File: src/rtl/pfs_map.svh
// register offsets, field positions, reset values for the port select block
`ifndef PFS_MAP_SVH
`define PFS_MAP_SVH

// ----------------------------------------------------------------------
// register indices (byte address is four times the index)
// ----------------------------------------------------------------------
`define PFS_IDX_PERIPH_LOC   8'hF1
`define PFS_IDX_CONV_CFG     8'hF2
`define PFS_IDX_P1_FUNC      8'hF4
`define PFS_IDX_P2_SELPRI    8'hF5
`define PFS_IDX_P0_DIR       8'hFD
`define PFS_IDX_P1_DIR       8'hFE
`define PFS_IDX_OSC_CTRL     8'hE0
`define PFS_IDX_PIN_STATUS   8'hE1

// ----------------------------------------------------------------------
// field positions
// ----------------------------------------------------------------------
`define PFS_P2_PIN0_BIT      0
`define PFS_P2_PIN3_BIT      1
`define PFS_P2_PIN4_BIT      2
`define PFS_PRI_SER_TMR1     3
`define PFS_PRI_TMR1_TMR4    4
`define PFS_PRI_SER_TMR3     5
`define PFS_PRI_SER_SER      6
`define PFS_LOC_SER0         0
`define PFS_LOC_SER1         1
`define PFS_LOC_TMR4         4
`define PFS_LOC_TMR3         5
`define PFS_LOC_TMR1         6
`define PFS_OSC_SEL_BIT      0

// ----------------------------------------------------------------------
// writable masks and reset values
// ----------------------------------------------------------------------
`define PFS_P2_SELPRI_MASK   8'h7F
`define PFS_PERIPH_LOC_MASK  8'h73
`define PFS_OSC_CTRL_MASK    8'h01
`define PFS_RST_BYTE         8'h00
`define PFS_RST_OSC_CTRL     8'h01
`define PFS_ADDR_HI_ZERO     22'h0

`endif

File: src/rtl/pfs_pkg.sv
// types for the port select block
package pfs_pkg;

  // ----------------------------------------------------------------------
  // bus phase
  // ----------------------------------------------------------------------
  typedef enum logic {
    PFS_ST_IDLE  = 1'b0,
    PFS_ST_WDATA = 1'b1
  } pfs_phase_t;

  // ----------------------------------------------------------------------
  // whole module state
  // ----------------------------------------------------------------------
  typedef struct packed {
    pfs_phase_t  phase;
    logic [7:0]  wr_idx;
    logic [7:0]  p1_func;
    logic [7:0]  p2_selpri;
    logic [7:0]  p0_dir;
    logic [7:0]  p1_dir;
    logic [7:0]  periph_loc;
    logic [7:0]  conv_cfg;
    logic [7:0]  osc_ctrl;
    logic [31:0] hrdata;
    logic        hreadyout;
    logic        hresp;
    logic [7:0]  p0_oe;
    logic [7:0]  p0_analog;
    logic [7:0]  p1_periph;
    logic [7:0]  p1_oe;
    logic [4:0]  p2_periph;
    logic [4:0]  p2_analog;
    logic        p2_dd_oe;
    logic        p2_dir_override;
    logic [4:0]  loc;
    logic [3:0]  pri;
  } pfs_state_t;

endpackage : pfs_pkg

File: src/rtl/pfs_port_select.sv
// port function select, priority and direction registers on an ahb-lite slave
//
// Our own choice: the AHB-Lite slave port.
`timescale 1ns/1ns
`default_nettype none
`include "pfs_map.svh"

module pfs_port_select
  import pfs_pkg::*;
(
  input  wire logic        hclk,
  input  wire logic        hresetn,
  input  wire logic        hsel,
  input  wire logic [31:0] haddr,
  input  wire logic [1:0]  htrans,
  input  wire logic        hwrite,
  input  wire logic [2:0]  hsize,
  input  wire logic [31:0] hwdata,
  input  wire logic        hready,
  output logic      [31:0] hrdata,
  output logic             hreadyout,
  output logic             hresp,
  input  wire logic        dbg_active,
  input  wire logic        dbg_dd_drive,
  output logic      [7:0]  p0_oe,
  output logic      [7:0]  p0_analog,
  output logic      [7:0]  p1_periph,
  output logic      [7:0]  p1_oe,
  output logic      [4:0]  p2_periph,
  output logic      [4:0]  p2_analog,
  output logic             p2_dd_oe,
  output logic             p2_dir_override,
  output logic             u0_alt2,
  output logic             u1_alt2,
  output logic             t1_alt2,
  output logic             t3_alt2,
  output logic             t4_alt2,
  output logic             serial_vs_serial_priority,
  output logic             serial_vs_timer3_priority,
  output logic             timer1_vs_timer4_priority,
  output logic             serial_vs_timer1_priority
);

  // ----------------------------------------------------------------------
  // state
  // ----------------------------------------------------------------------
  pfs_state_t r;
  pfs_state_t n;

  logic       addr_ok;
  logic       take;
  logic [7:0] idx;
  logic [7:0] wbyte;
  logic [7:0] rbyte;
  logic       osc_on;

  assign idx     = haddr[9:2];
  assign addr_ok = (haddr[31:10] == `PFS_ADDR_HI_ZERO);
  assign take    = hsel && htrans[1] && hready;
  assign wbyte   = hwdata[7:0];
  assign osc_on  = !r.osc_ctrl[`PFS_OSC_SEL_BIT];

  // ----------------------------------------------------------------------
  // next state
  // ----------------------------------------------------------------------
  always_comb begin
    n           = r;
    rbyte       = `PFS_RST_BYTE;
    n.hreadyout = 1'b1;
    n.hresp     = 1'b0;

    // write data phase
    if (r.phase == PFS_ST_WDATA) begin
      case (r.wr_idx)
        `PFS_IDX_P1_FUNC:    n.p1_func    = wbyte;
        `PFS_IDX_P2_SELPRI:  n.p2_selpri  = wbyte & `PFS_P2_SELPRI_MASK;
        `PFS_IDX_P0_DIR:     n.p0_dir     = wbyte;
        `PFS_IDX_P1_DIR:     n.p1_dir     = wbyte;
        `PFS_IDX_PERIPH_LOC: n.periph_loc = wbyte & `PFS_PERIPH_LOC_MASK;
        `PFS_IDX_CONV_CFG:   n.conv_cfg   = wbyte;
        `PFS_IDX_OSC_CTRL:   n.osc_ctrl   = wbyte & `PFS_OSC_CTRL_MASK;
        default:             n.p1_func    = r.p1_func;
      endcase
    end

    // address phase
    case (r.phase)
      PFS_ST_IDLE, PFS_ST_WDATA: begin
        n.phase = PFS_ST_IDLE;
        if (take) begin
          if (hwrite && addr_ok) begin
            n.phase  = PFS_ST_WDATA;
            n.wr_idx = idx;
          end
        end
      end
      default: n.phase = PFS_ST_IDLE;
    endcase

    // read decode sees the write just applied
    if (take && !hwrite && addr_ok) begin
      case (idx)
        `PFS_IDX_P1_FUNC:    rbyte = n.p1_func;
        `PFS_IDX_P2_SELPRI:  rbyte = n.p2_selpri;
        `PFS_IDX_P0_DIR:     rbyte = n.p0_dir;
        `PFS_IDX_P1_DIR:     rbyte = n.p1_dir;
        `PFS_IDX_PERIPH_LOC: rbyte = n.periph_loc;
        `PFS_IDX_CONV_CFG:   rbyte = n.conv_cfg;
        `PFS_IDX_OSC_CTRL:   rbyte = n.osc_ctrl;
        `PFS_IDX_PIN_STATUS: rbyte = {1'b0, r.p2_dd_oe, r.p2_dir_override, r.p2_periph};
        default:             rbyte = `PFS_RST_BYTE;
      endcase
    end
    if (take) begin
      n.hrdata = {24'h000000, rbyte};
    end

    // pin steering
    n.p1_periph = r.p1_func;
    n.p1_oe     = r.p1_dir;
    n.p0_analog = r.conv_cfg;
    n.p0_oe     = r.p0_dir & ~r.conv_cfg;

    n.p2_periph    = 5'h00;
    n.p2_analog    = 5'h00;
    n.p2_periph[0] = r.p2_selpri[`PFS_P2_PIN0_BIT];
    n.p2_periph[3] = r.p2_selpri[`PFS_P2_PIN3_BIT];
    n.p2_periph[4] = r.p2_selpri[`PFS_P2_PIN4_BIT];
    if (dbg_active) begin
      n.p2_periph[2:1] = 2'b11;
    end
    n.p2_dir_override = dbg_active;
    n.p2_dd_oe        = dbg_active && dbg_dd_drive;
    if (osc_on) begin
      n.p2_periph[4:3] = 2'b00;
      n.p2_analog[4:3] = 2'b11;
    end

    // peripheral locations and port 1 priorities
    n.loc = {r.periph_loc[`PFS_LOC_TMR1], r.periph_loc[`PFS_LOC_TMR3],
             r.periph_loc[`PFS_LOC_TMR4], r.periph_loc[`PFS_LOC_SER1],
             r.periph_loc[`PFS_LOC_SER0]};
    n.pri = {r.p2_selpri[`PFS_PRI_SER_SER],
             r.p2_selpri[`PFS_PRI_SER_TMR3],
             r.p2_selpri[`PFS_PRI_TMR1_TMR4],
             r.p2_selpri[`PFS_PRI_SER_TMR1]};
  end

  // ----------------------------------------------------------------------
  // registers
  // ----------------------------------------------------------------------
  always_ff @(posedge hclk or negedge hresetn) begin
    if (!hresetn) begin
      r.phase           <= PFS_ST_IDLE;
      r.wr_idx          <= `PFS_RST_BYTE;
      r.p1_func         <= `PFS_RST_BYTE;
      r.p2_selpri       <= `PFS_RST_BYTE;
      r.p0_dir          <= `PFS_RST_BYTE;
      r.p1_dir          <= `PFS_RST_BYTE;
      r.periph_loc      <= `PFS_RST_BYTE;
      r.conv_cfg        <= `PFS_RST_BYTE;
      r.osc_ctrl        <= `PFS_RST_OSC_CTRL;
      r.hrdata          <= 32'h00000000;
      r.hreadyout       <= 1'b1;
      r.hresp           <= 1'b0;
      r.p0_oe           <= 8'h00;
      r.p0_analog       <= 8'h00;
      r.p1_periph       <= 8'h00;
      r.p1_oe           <= 8'h00;
      r.p2_periph       <= 5'h00;
      r.p2_analog       <= 5'h00;
      r.p2_dd_oe        <= 1'b0;
      r.p2_dir_override <= 1'b0;
      r.loc             <= 5'h00;
      r.pri             <= 4'h0;
    end else begin
      r <= n;
    end
  end

  // ----------------------------------------------------------------------
  // outputs
  // ----------------------------------------------------------------------
  assign hrdata                    = r.hrdata;
  assign hreadyout                 = r.hreadyout;
  assign hresp                     = r.hresp;
  assign p0_oe                     = r.p0_oe;
  assign p0_analog                 = r.p0_analog;
  assign p1_periph                 = r.p1_periph;
  assign p1_oe                     = r.p1_oe;
  assign p2_periph                 = r.p2_periph;
  assign p2_analog                 = r.p2_analog;
  assign p2_dd_oe                  = r.p2_dd_oe;
  assign p2_dir_override           = r.p2_dir_override;
  assign t1_alt2                   = r.loc[4];
  assign t3_alt2                   = r.loc[3];
  assign t4_alt2                   = r.loc[2];
  assign u1_alt2                   = r.loc[1];
  assign u0_alt2                   = r.loc[0];
  assign serial_vs_serial_priority = r.pri[3];
  assign serial_vs_timer3_priority = r.pri[2];
  assign timer1_vs_timer4_priority = r.pri[1];
  assign serial_vs_timer1_priority = r.pri[0];
endmodule : pfs_port_select

`default_nettype wire

File: config.mk
export PLATFORM = sky130hd
export DESIGN_NAME = pfs_port_select
export DESIGN_NICKNAME = d
export VERILOG_FILES = /design/src/rtl/pfs_pkg.sv /design/src/rtl/pfs_port_select.sv
export VERILOG_INCLUDE_DIRS = /design/src /design/src/rtl
export SDC_FILE = /design/constraint.sdc
export NUM_CORES = 1
export LEC_CHECK = 0
export ABC_AREA = 1
export BUFFER_PORTS_ARGS = -buffer_cell sky130_fd_sc_hd__buf_2
export CELL_PAD_IN_SITES_DETAIL_PLACEMENT = 0
export CELL_PAD_IN_SITES_GLOBAL_PLACEMENT = 2
export CORE_ASPECT_RATIO = 1.1
export CORE_UTILIZATION = 30
export CTS_CLUSTER_DIAMETER = 60
export CTS_CLUSTER_SIZE = 10
export DETAILED_ROUTE_END_ITERATION = 10
export HOLD_SLACK_MARGIN = 0.08
export PLACE_DENSITY_LB_ADDON = 0.1
export SETUP_SLACK_MARGIN = 0.05
export SYNTH_ARGS = -nofsm -noshare
export SYNTH_HDL_FRONTEND = slang
export SYNTH_SLANG_ARGS = --single-unit
export TNS_END_PERCENT = 50
File: constraint.sdc
create_clock -name hclk -period 1.9 [get_ports hclk]
set_input_delay 0.19 -clock hclk [delete_from_list [all_inputs] [get_ports hclk]]
set_output_delay 0.19 -clock hclk [all_outputs]
set_load 0.01 [all_outputs]
# ---- Word level (Yosys, flattened, before mapping)
# Cells that the tools add are included.
dict set report classes {
  eq_ne 15
  mux 15
  bitwise_logic 2
  reduce_logical 9
}
# operator count
set ops {}
lappend ops {{8-bit == test, second input constant} 15}
lappend ops {{8-bit 2-to-1 mux} 8}
lappend ops {{8-bit case mux with 8 select lines} 1}
lappend ops {{56-bit 2-to-1 mux} 1}
lappend ops {{22-bit zero test} 1}
lappend ops {{9-bit 2-to-1 mux} 2}
lappend ops {{8-bit bitwise AND} 1}
lappend ops {{8-bit inverter} 1}
lappend ops {{1-bit logical AND} 6}
lappend ops {{2-bit 2-to-1 mux} 3}
lappend ops {{2-bit AND reduction} 1}
lappend ops {{1-bit zero test} 1}
dict set report word_totals {
  regBits 123
  input_bits 76
  output_inout_bits 87
}

# ---- Logic depth before layout (Yosys ltp)
# Gate-level depths: netlist (run 1).
dict set report depth {
  ltp_word 5
  ltp_mapped 12
  depth_no_buf 12
}

# ---- Least setup slack after synthesis (run 1)
# Ideal clock, no wire load.
dict set report synth_path {
  kind {reg2reg}
  start {register r[146] (netlist name)}
  end {register hrdata[2] (netlist name)}
  setup_time_ns 0.117
  stages_incl_launch_ff 11
  required_ns 1.783
  synth_period_minus_slack_ns 1.430
  t_arrival_ns 1.313
  slack_ns 0.470
  cell_sequence {dfrtp_1 > inv_2 > nand3_1 > nor2_2 > nand3_1 > nand3_1 > nand2_1 > nor2_1 > nand2_1 > nand2_1 > nand2_1}
}
dict set report synth_via {
  elab_chain_cells 5
  word_cells_on_any_way 17
}
# item line
set synth_rtl {}
lappend synth_rtl {{start: declaration} pfs_port_select.sv:47} ;# pfs_state_t r;
lappend synth_rtl {{start signal: assignment} pfs_port_select.sv:177} ;# r <= n;
lappend synth_rtl {{8-bit == test} pfs_port_select.sv:74} ;# case (r.wr_idx)
lappend synth_rtl {{8-bit 2-to-1 mux} pfs_port_select.sv:74}
lappend synth_rtl {{56-bit 2-to-1 mux *} pfs_port_select.sv:73} ;# if (r.phase == PFS_ST_WDATA) begin
lappend synth_rtl {{8-bit case mux with 8 select lines *} pfs_port_select.sv:102} ;# case (idx)
lappend synth_rtl {{8-bit 2-to-1 mux *} pfs_port_select.sv:101} ;# if (take && !hwrite && addr_ok) begin
# Every way passes the cells marked *; elsewhere a longest branch is shown, timed or not.
# A chain may end at the register's enable or synchronous reset.

# ---- Final worst setup path (run 1)
dict set report layout_path {
  start {register r[145] (netlist name)}
  end {register hrdata[5] (netlist name)}
}
dict set report layout_via {
  elab_chain_cells 5
  word_cells_on_any_way 17
}
# item line
set layout_rtl {}
lappend layout_rtl {{8-bit == test} pfs_port_select.sv:74}
lappend layout_rtl {{8-bit 2-to-1 mux} pfs_port_select.sv:74}
lappend layout_rtl {{56-bit 2-to-1 mux *} pfs_port_select.sv:73}
lappend layout_rtl {{8-bit case mux with 8 select lines *} pfs_port_select.sv:102}
lappend layout_rtl {{8-bit 2-to-1 mux *} pfs_port_select.sv:101}
# Marks and branches as above.

==> results of run 1 <==
==> cell type report <==
| cell class | count | area [sq um] | share of cell area |
|---|---|---|---|
| Multi-Input combinational cell | 422 | 2000 | 0.280 |
| Clock buffer | 18 | 439 | 0.0614 |
| Sequential cell | 120 | 3010 | 0.420 |
| Clock inverter | 14 | 149 | 0.0208 |
| Tap cell | 243 | 304 | 0.0425 |
| Inverter | 91 | 342 | 0.0477 |
| Timing Repair Buffer | 141 | 912 | 0.127 |
==> cells by family after synthesis <==
group / Yosys count / synth area share
flops: 120 / 0.520
buf+inv: 173 / 0.164
other cells: 2 / 0.00130
simple gates: 391 / 0.314
==> per-layer routing <==
metal	vias to the layer above	wire, microns
li1	2220	-
met1	2064	6920
met2	129	7310
met3	17	734
met4	0	218
met5	-	0
==> registers in the layout, summed over array words and instances, names as in the netlist, 4 cells and up <==
| register | count |
|---|---|
| hrdata | 8 |
| p1_periph | 8 |
| p1_oe | 8 |
| n | 34 |
| p0_oe | 8 |
| r | 31 |
| p0_analog | 8 |
| p2_periph | 4 |
==> through the flow <==
stage	util	instance area [sq um]	instances	hold WS [ps]	total power, mW
4_1_cts	0.379	7050	1044	111	6.04
6_report	0.385	7160	1049	117	5.96
2_1_floorplan	-	5870	713	-106	2.72
3_5_place_dp	0.341	6340	1000	180	2.81
3_3_place_gp	0.341	6340	1000	169	2.81
5_1_grt	0.385	7160	1049	137	6.20
==> worst max-delay path by stage <==
| stage | from | endpoint | slack, ps | cells after the start |
|---|---|---|---|---|
| global route | r[143] | hrdata[0] | 60 | 11 |
| detailed placement | r[150] | hrdata[3] | 100 | 10 |
| CTS | r[150] | hrdata[3] | 90 | 10 |
| global placement | r[149] | hrdata[3] | 120 | 10 |
| finish | r[145] | hrdata[5] | 180 | 9 |
| floorplan | r[146] | hrdata[2] | 470 | 10 |
==> worst register-to-register path, stage by stage (launching register included) <==
cell,delay [ps]
dfrtp_2,450
nand3_4,170
nor2_2,300
nand3_1,150
nand3_1,110
nand2_1,70
nor2_1,190
nand2_1,80
nand2_1,60
nand2_1,50
==> what timing repair did <==
item | in CTS | in global routing
hold buffers | 12 | 0
setup endpoints to repair | 0 | 8
setup buffers | 0 | 3
gates resized for setup | 0 | 22
hold endpoints to repair | 41 | 0
==> cells in the mapped netlist <==
library cell  number
and2_1            42
buf_2              2
buf_4             79
clkbuf_1           1
clkinv_1           1
conb_1             2
dfrtp_1          119
dfstp_2            1
inv_1             89
inv_2              1
nand2_1          156
nand2_2            5
nand2_4            1
nand3_1          115
nand3_2            2
nand4_1            1
nor2_1            57
nor2_2             3
nor2_4             4
nor2_8             1
nor3_1             2
nor4_1             2
==> power by group <==
group          internal [mW]  leakage, nW  total, mW  switching [mW]
registers               2.56         1.66       2.56         0.00169
logic                 0.0716         2.18      0.218           0.147
clock network           1.97        0.279       3.19            1.22
total                   4.60         4.12       5.96            1.37
==> results.toml, run 1 <==
[sta]
worstMarginPinSlew_ps = 497
hold_viol_final = 0
tns_ps = 0
period_share = 0.906
slew_viol_final = 0
max_freq_ghz = 0.581
finalCriticalPeriod_ps = 1720
setup_viol = 0
setup_ws_ps = 179
slew_headroom = 0.668
rsz0062_at_grt = "false"
clock_skew_ps = 9.94

[detailed_routing]
drcViolationCount = 0
vias = 4430
final_antenna_net_count = 0
viasPerCell = 4.22
drtPass1Iterations = 4
drt_iter0_markers = 223
wirelength_microns = 15200
wl_per_cell_microns = 14.5

[flow_run]
drv_cap = 0

[die]
io_pins = 163
die_w_microns = 134
start_util = 0.310
die_h_microns = 147
core_area_sq_mm = 0.0186
rows = 52
die-area_sq_mm = 0.0198

[logic_synthesis]
ys_ff_latch = 120
ys_types = 22
synth_top_area_share = 0.516
syn_inst = 686
ys_seq_area_frac = 0.520
synth_warnings = 0
synth_area_leaders = "dfrtp_1 (52%), buf_4 (10%), nand2_1 (10%)"
syn_area_sq_mm = 0.00577
avgSynthCellArea_sq_um = 8.42
synth_top_area_cell = "dfrtp_1"

[final_layout]
area_growth_syn_to_layout_pct = 24.0
drive_above_1_share = 0.242
fill_cells = 1970
nets = 869
layout_common_cells = "nand2_1 (152), dfrtp_1 (116), nand3_1 (112)"
mostFrequentLayoutCell = "nand2_1"
diodes = 0

[grt]
grt.busiest_layer = "met2"
met2_usage = 0.261
grt_pass1_wl_microns = 23700
grt_pass1_vias = 4392
gr-usage-met3 = 0.0309
globalRouteMet1Util = 0.213
grt-ovfl-total = 0
antenna_found_initial = 0
grt_usage = 0.161
grt_start_max_net_pins = 49

[worst_setup_path]
regToRegSetupSlack_ps = 180
r2r_cells = 9
cp_slowest_stage_delay_ps = 450
endpoint_kind = "flop"
reg2reg_from = "r[145]"
worstSetupPathType = "flop to flop"
path_cells = "nand3_4 -> nor2_2 -> nand3_1 -> nand3_1 -> nand2_1 -> nor2_1 -> nand2_1 -> nand2_1 -> nand2_1"
crit_family = "simple AND/OR/NAND/NOR gates"
worstPathArrival_ps = 2020
cp_max_fo = 5
crit_buf_inv = 0
cp_common_cell = "nand2_1"
start_kind = "flop"
r2r_end = "hrdata[5]"
slowest_stage = "dfrtp_2"
required_ps = 2200

[run_status]
status = "finished, final reports clean"

[clock_network]
cts_buffers = 17
path_clk_slew_ps = 60
cts_root_buffer = "clkbuf_16"
cts_tree = "built"
clk_latency_ps = 410
cts.path.max_buffers = 2
cts_sinks = 120
htreeDepth = 4

[place]
dpl_worst_slack_ps = 105
numPortBuffers = 103
place_hpwl_microns = 11400
gp_congestion = 0.770

[power_and_ir_drop]
powerDensity_mw_per_mm2 = 833
ir_drop_mv = 0.632
p_leak_nw = 4.12

[worst_hold_path]
hold_end = "r[151]"
hold_depth = 4
min_from = "haddr[23]"
hold_path.class = "input port to flop"
Note: power is estimated with default switching activity, not from simulation.
==> run 2, diff against run 1 <==
--- a/config.mk
+++ b/config.mk
@@ -21,4 +21,4 @@
 export SYNTH_ARGS = -nofsm -noshare
 export SYNTH_HDL_FRONTEND = slang
 export SYNTH_SLANG_ARGS = --single-unit
-export TNS_END_PERCENT = 50
+export TNS_END_PERCENT = 1
==> constraint.sdc (replaced) <==
create_clock -name hclk -period 1.9 [get_ports hclk]
set_input_delay 0.095 -clock hclk [delete_from_list [all_inputs] [get_ports hclk]]
set_output_delay 0.095 -clock hclk [all_outputs]
set_load 0.01 [all_outputs]
==> run 2 against run 1 <==
Effect of this change: worst hold slack got worse by 6.7 ps; flip-flop and latch count did not move; sequential share of layout area fell by 0.45 points; largest cell class unchanged; clock-buffer cell count rose by 3; clock power rose by 18%; critical path depth rose by 2; cell count barely moved; non-clock buffer count fell by 1; clock skew rose by 2.1 ps; fmax fell by 0.68%; first-iteration DRC count fell by 4.9%; largest power group unchanged; global-route usage rose by 0.19 points.
==> results.toml, run 2 (synthesis gave the netlist of run 1 again) <==
[clock_network]
cts_buffers = 17
htreeDepth = 4
cts.path.max_buffers = 2
path_clk_slew_ps = 60
cts_root_buffer = "clkbuf_16"
cts_tree = "built"
cts_sinks = 120
clk_latency_ps = 420

[sta]
slew_headroom = 0.624
slew_viol_final = 0
setup_viol = 0
tns_ps = 0
clock_skew_ps = 12.0
worstMarginPinSlew_ps = 565
max_freq_ghz = 0.577
rsz0062_at_grt = "true"
finalCriticalPeriod_ps = 1730
hold_viol_final = 0
period_share = 0.912

[grt]
grt-ovfl-total = 0
grt_pass1_vias = 4467
antenna_found_initial = 0
grt_usage = 0.163
grt_pass1_wl_microns = 23900
grt_start_max_net_pins = 50

[detailed_routing]
wl_per_cell_microns = 14.7
drcViolationCount = 0
viasPerCell = 4.22
drtPass1Iterations = 5
vias = 4419
wirelength_microns = 15400
final_antenna_net_count = 0
drt_iter0_markers = 212

[flow_run]
drv_cap = 0

[final_layout]
largest_reg_flops = 34
area_growth_syn_to_layout_pct = 25.3
nets = 868
drive_above_1_share = 0.237
multiInputGateArea_sq_mm = 0.00199
layout_common_cells = "nand2_1 (152), dfrtp_1 (116), nand3_1 (112)"
stdcell_count = 1048
mostFrequentLayoutCell = "nand2_1"
fill_cells = 1969
register_area_sq_mm = 0.00301
diodes = 0

[power_and_ir_drop]
p_clk_frac = 0.576
switching_share = 0.203
p_comb_frac = 0.033
netSwitchingPower_mw = 1.33
ir_drop_mv = 0.615
p_int_mw = 5.23
p_leak_nw = 4.19
powerDensity_mw_per_mm2 = 907
seq_power_share = 0.390

[die]
io_pins = 163
die_w_microns = 134
rows = 52
die_h_microns = 147
core_area_sq_mm = 0.0186
die-area_sq_mm = 0.0198
start_util = 0.310

[worst_setup_path]
required_ps = 2200
endpoint_kind = "flop"
start_kind = "flop"
worstSetupPathType = "flop to flop"
cp_max_fo = 5
worstPathArrival_ps = 2030

[run_status]
status = "finished, final reports clean"

[place]
place_inst = 999
gp_congestion = 0.750
numPortBuffers = 103
place_hpwl_microns = 11300

[worst_hold_path]
hold_path.class = "input port to flop"
[run 2: cell count changes in the layout (fill, tap and decap cells not counted), moves of 2 or more]
cell	delta
clkbuf_8	+3
clkinv_4	-2
clkinvlp_4	-3
bufinv_16	+4
inv_2	-2
inv_1	+2
[run 2: critical path: stages (launching register included)]
cell	delay [ps]
dfrtp_2	440
inv_2	90
nand3_2	130
nor2_4	230
buf_4	150
nand3_1	70
nand3_1	100
nand2_1	50
nor2_1	130
nand2_1	100
nand2_1	80
nand2_1	50
[run 2: timing repair]
item | in CTS | in global routing
resized for setup | 0 | 18
endpoints found under the hold margin | 47 | 0
hold buffers | 13 | 0
setup buffers | 0 | 2
setup endpoints to repair | 0 | 8
[run 2: power by group through the flow]
stage	logic, mW	registers, mW	clock network [mW]
2_1_floorplan	0.109	2.61	0
3_3_place_gp	0.203	2.61	0
3_5_place_dp	0.207	2.61	0
4_1_cts	0.227	2.56	3.85
5_1_grt	0.249	2.56	3.96
6_report	0.220	2.56	3.78
[run 2: final timing paths]
| path | endpoint | depth (start not counted) | start | slack [ps] |
|---|---|---|---|---|
| max | hrdata[7] | 11 | r[146] | 170 |
| min | r[126] | 4 | hwdata[7] | 110 |
| max reg2reg | hrdata[7] | 11 | r[146] | 170 |
| min reg2reg | p1_periph[4] | 0 | n[33] | 370 |
| max in group asynchronous | r[87] | 3 | hresetn | 1000 |
| min in group asynchronous | p1_oe[5] | 2 | hresetn | 230 |
[run 2: final cells by class]
cell class,count,area share
clock inverters,11,0.0297
clock buffers,21,0.0664
repair buffers,140,0.124
inverters,91,0.0472
well taps,243,0.0420
multi-input cells,422,0.275
flip-flops and latches,120,0.416
[run 2: metal layers]
metal  global-route usage  wire, microns  up-vias
li1                     -              -     2221
met1                0.205           6960     2066
met2                0.275           7500      122
met3               0.0370            714       10
met4               0.0506            184        0
met5                    0              0        -
[run 2: through the flow]
stage / cell area, sq um / hold slack [ps] / utilization / setup slack, ps / total power, mW
2_1_floorplan: 5870 / -201 / - / 470 / 2.72
3_3_place_gp: 6320 / 127 / 0.339 / 120 / 2.81
3_5_place_dp: 6320 / 135 / 0.339 / 119 / 2.81
4_1_cts: 7140 / 103 / 0.384 / 110 / 6.64
5_1_grt: 7240 / 139 / 0.389 / 38.5 / 6.77
6_report: 7240 / 110 / 0.389 / 167 / 6.56
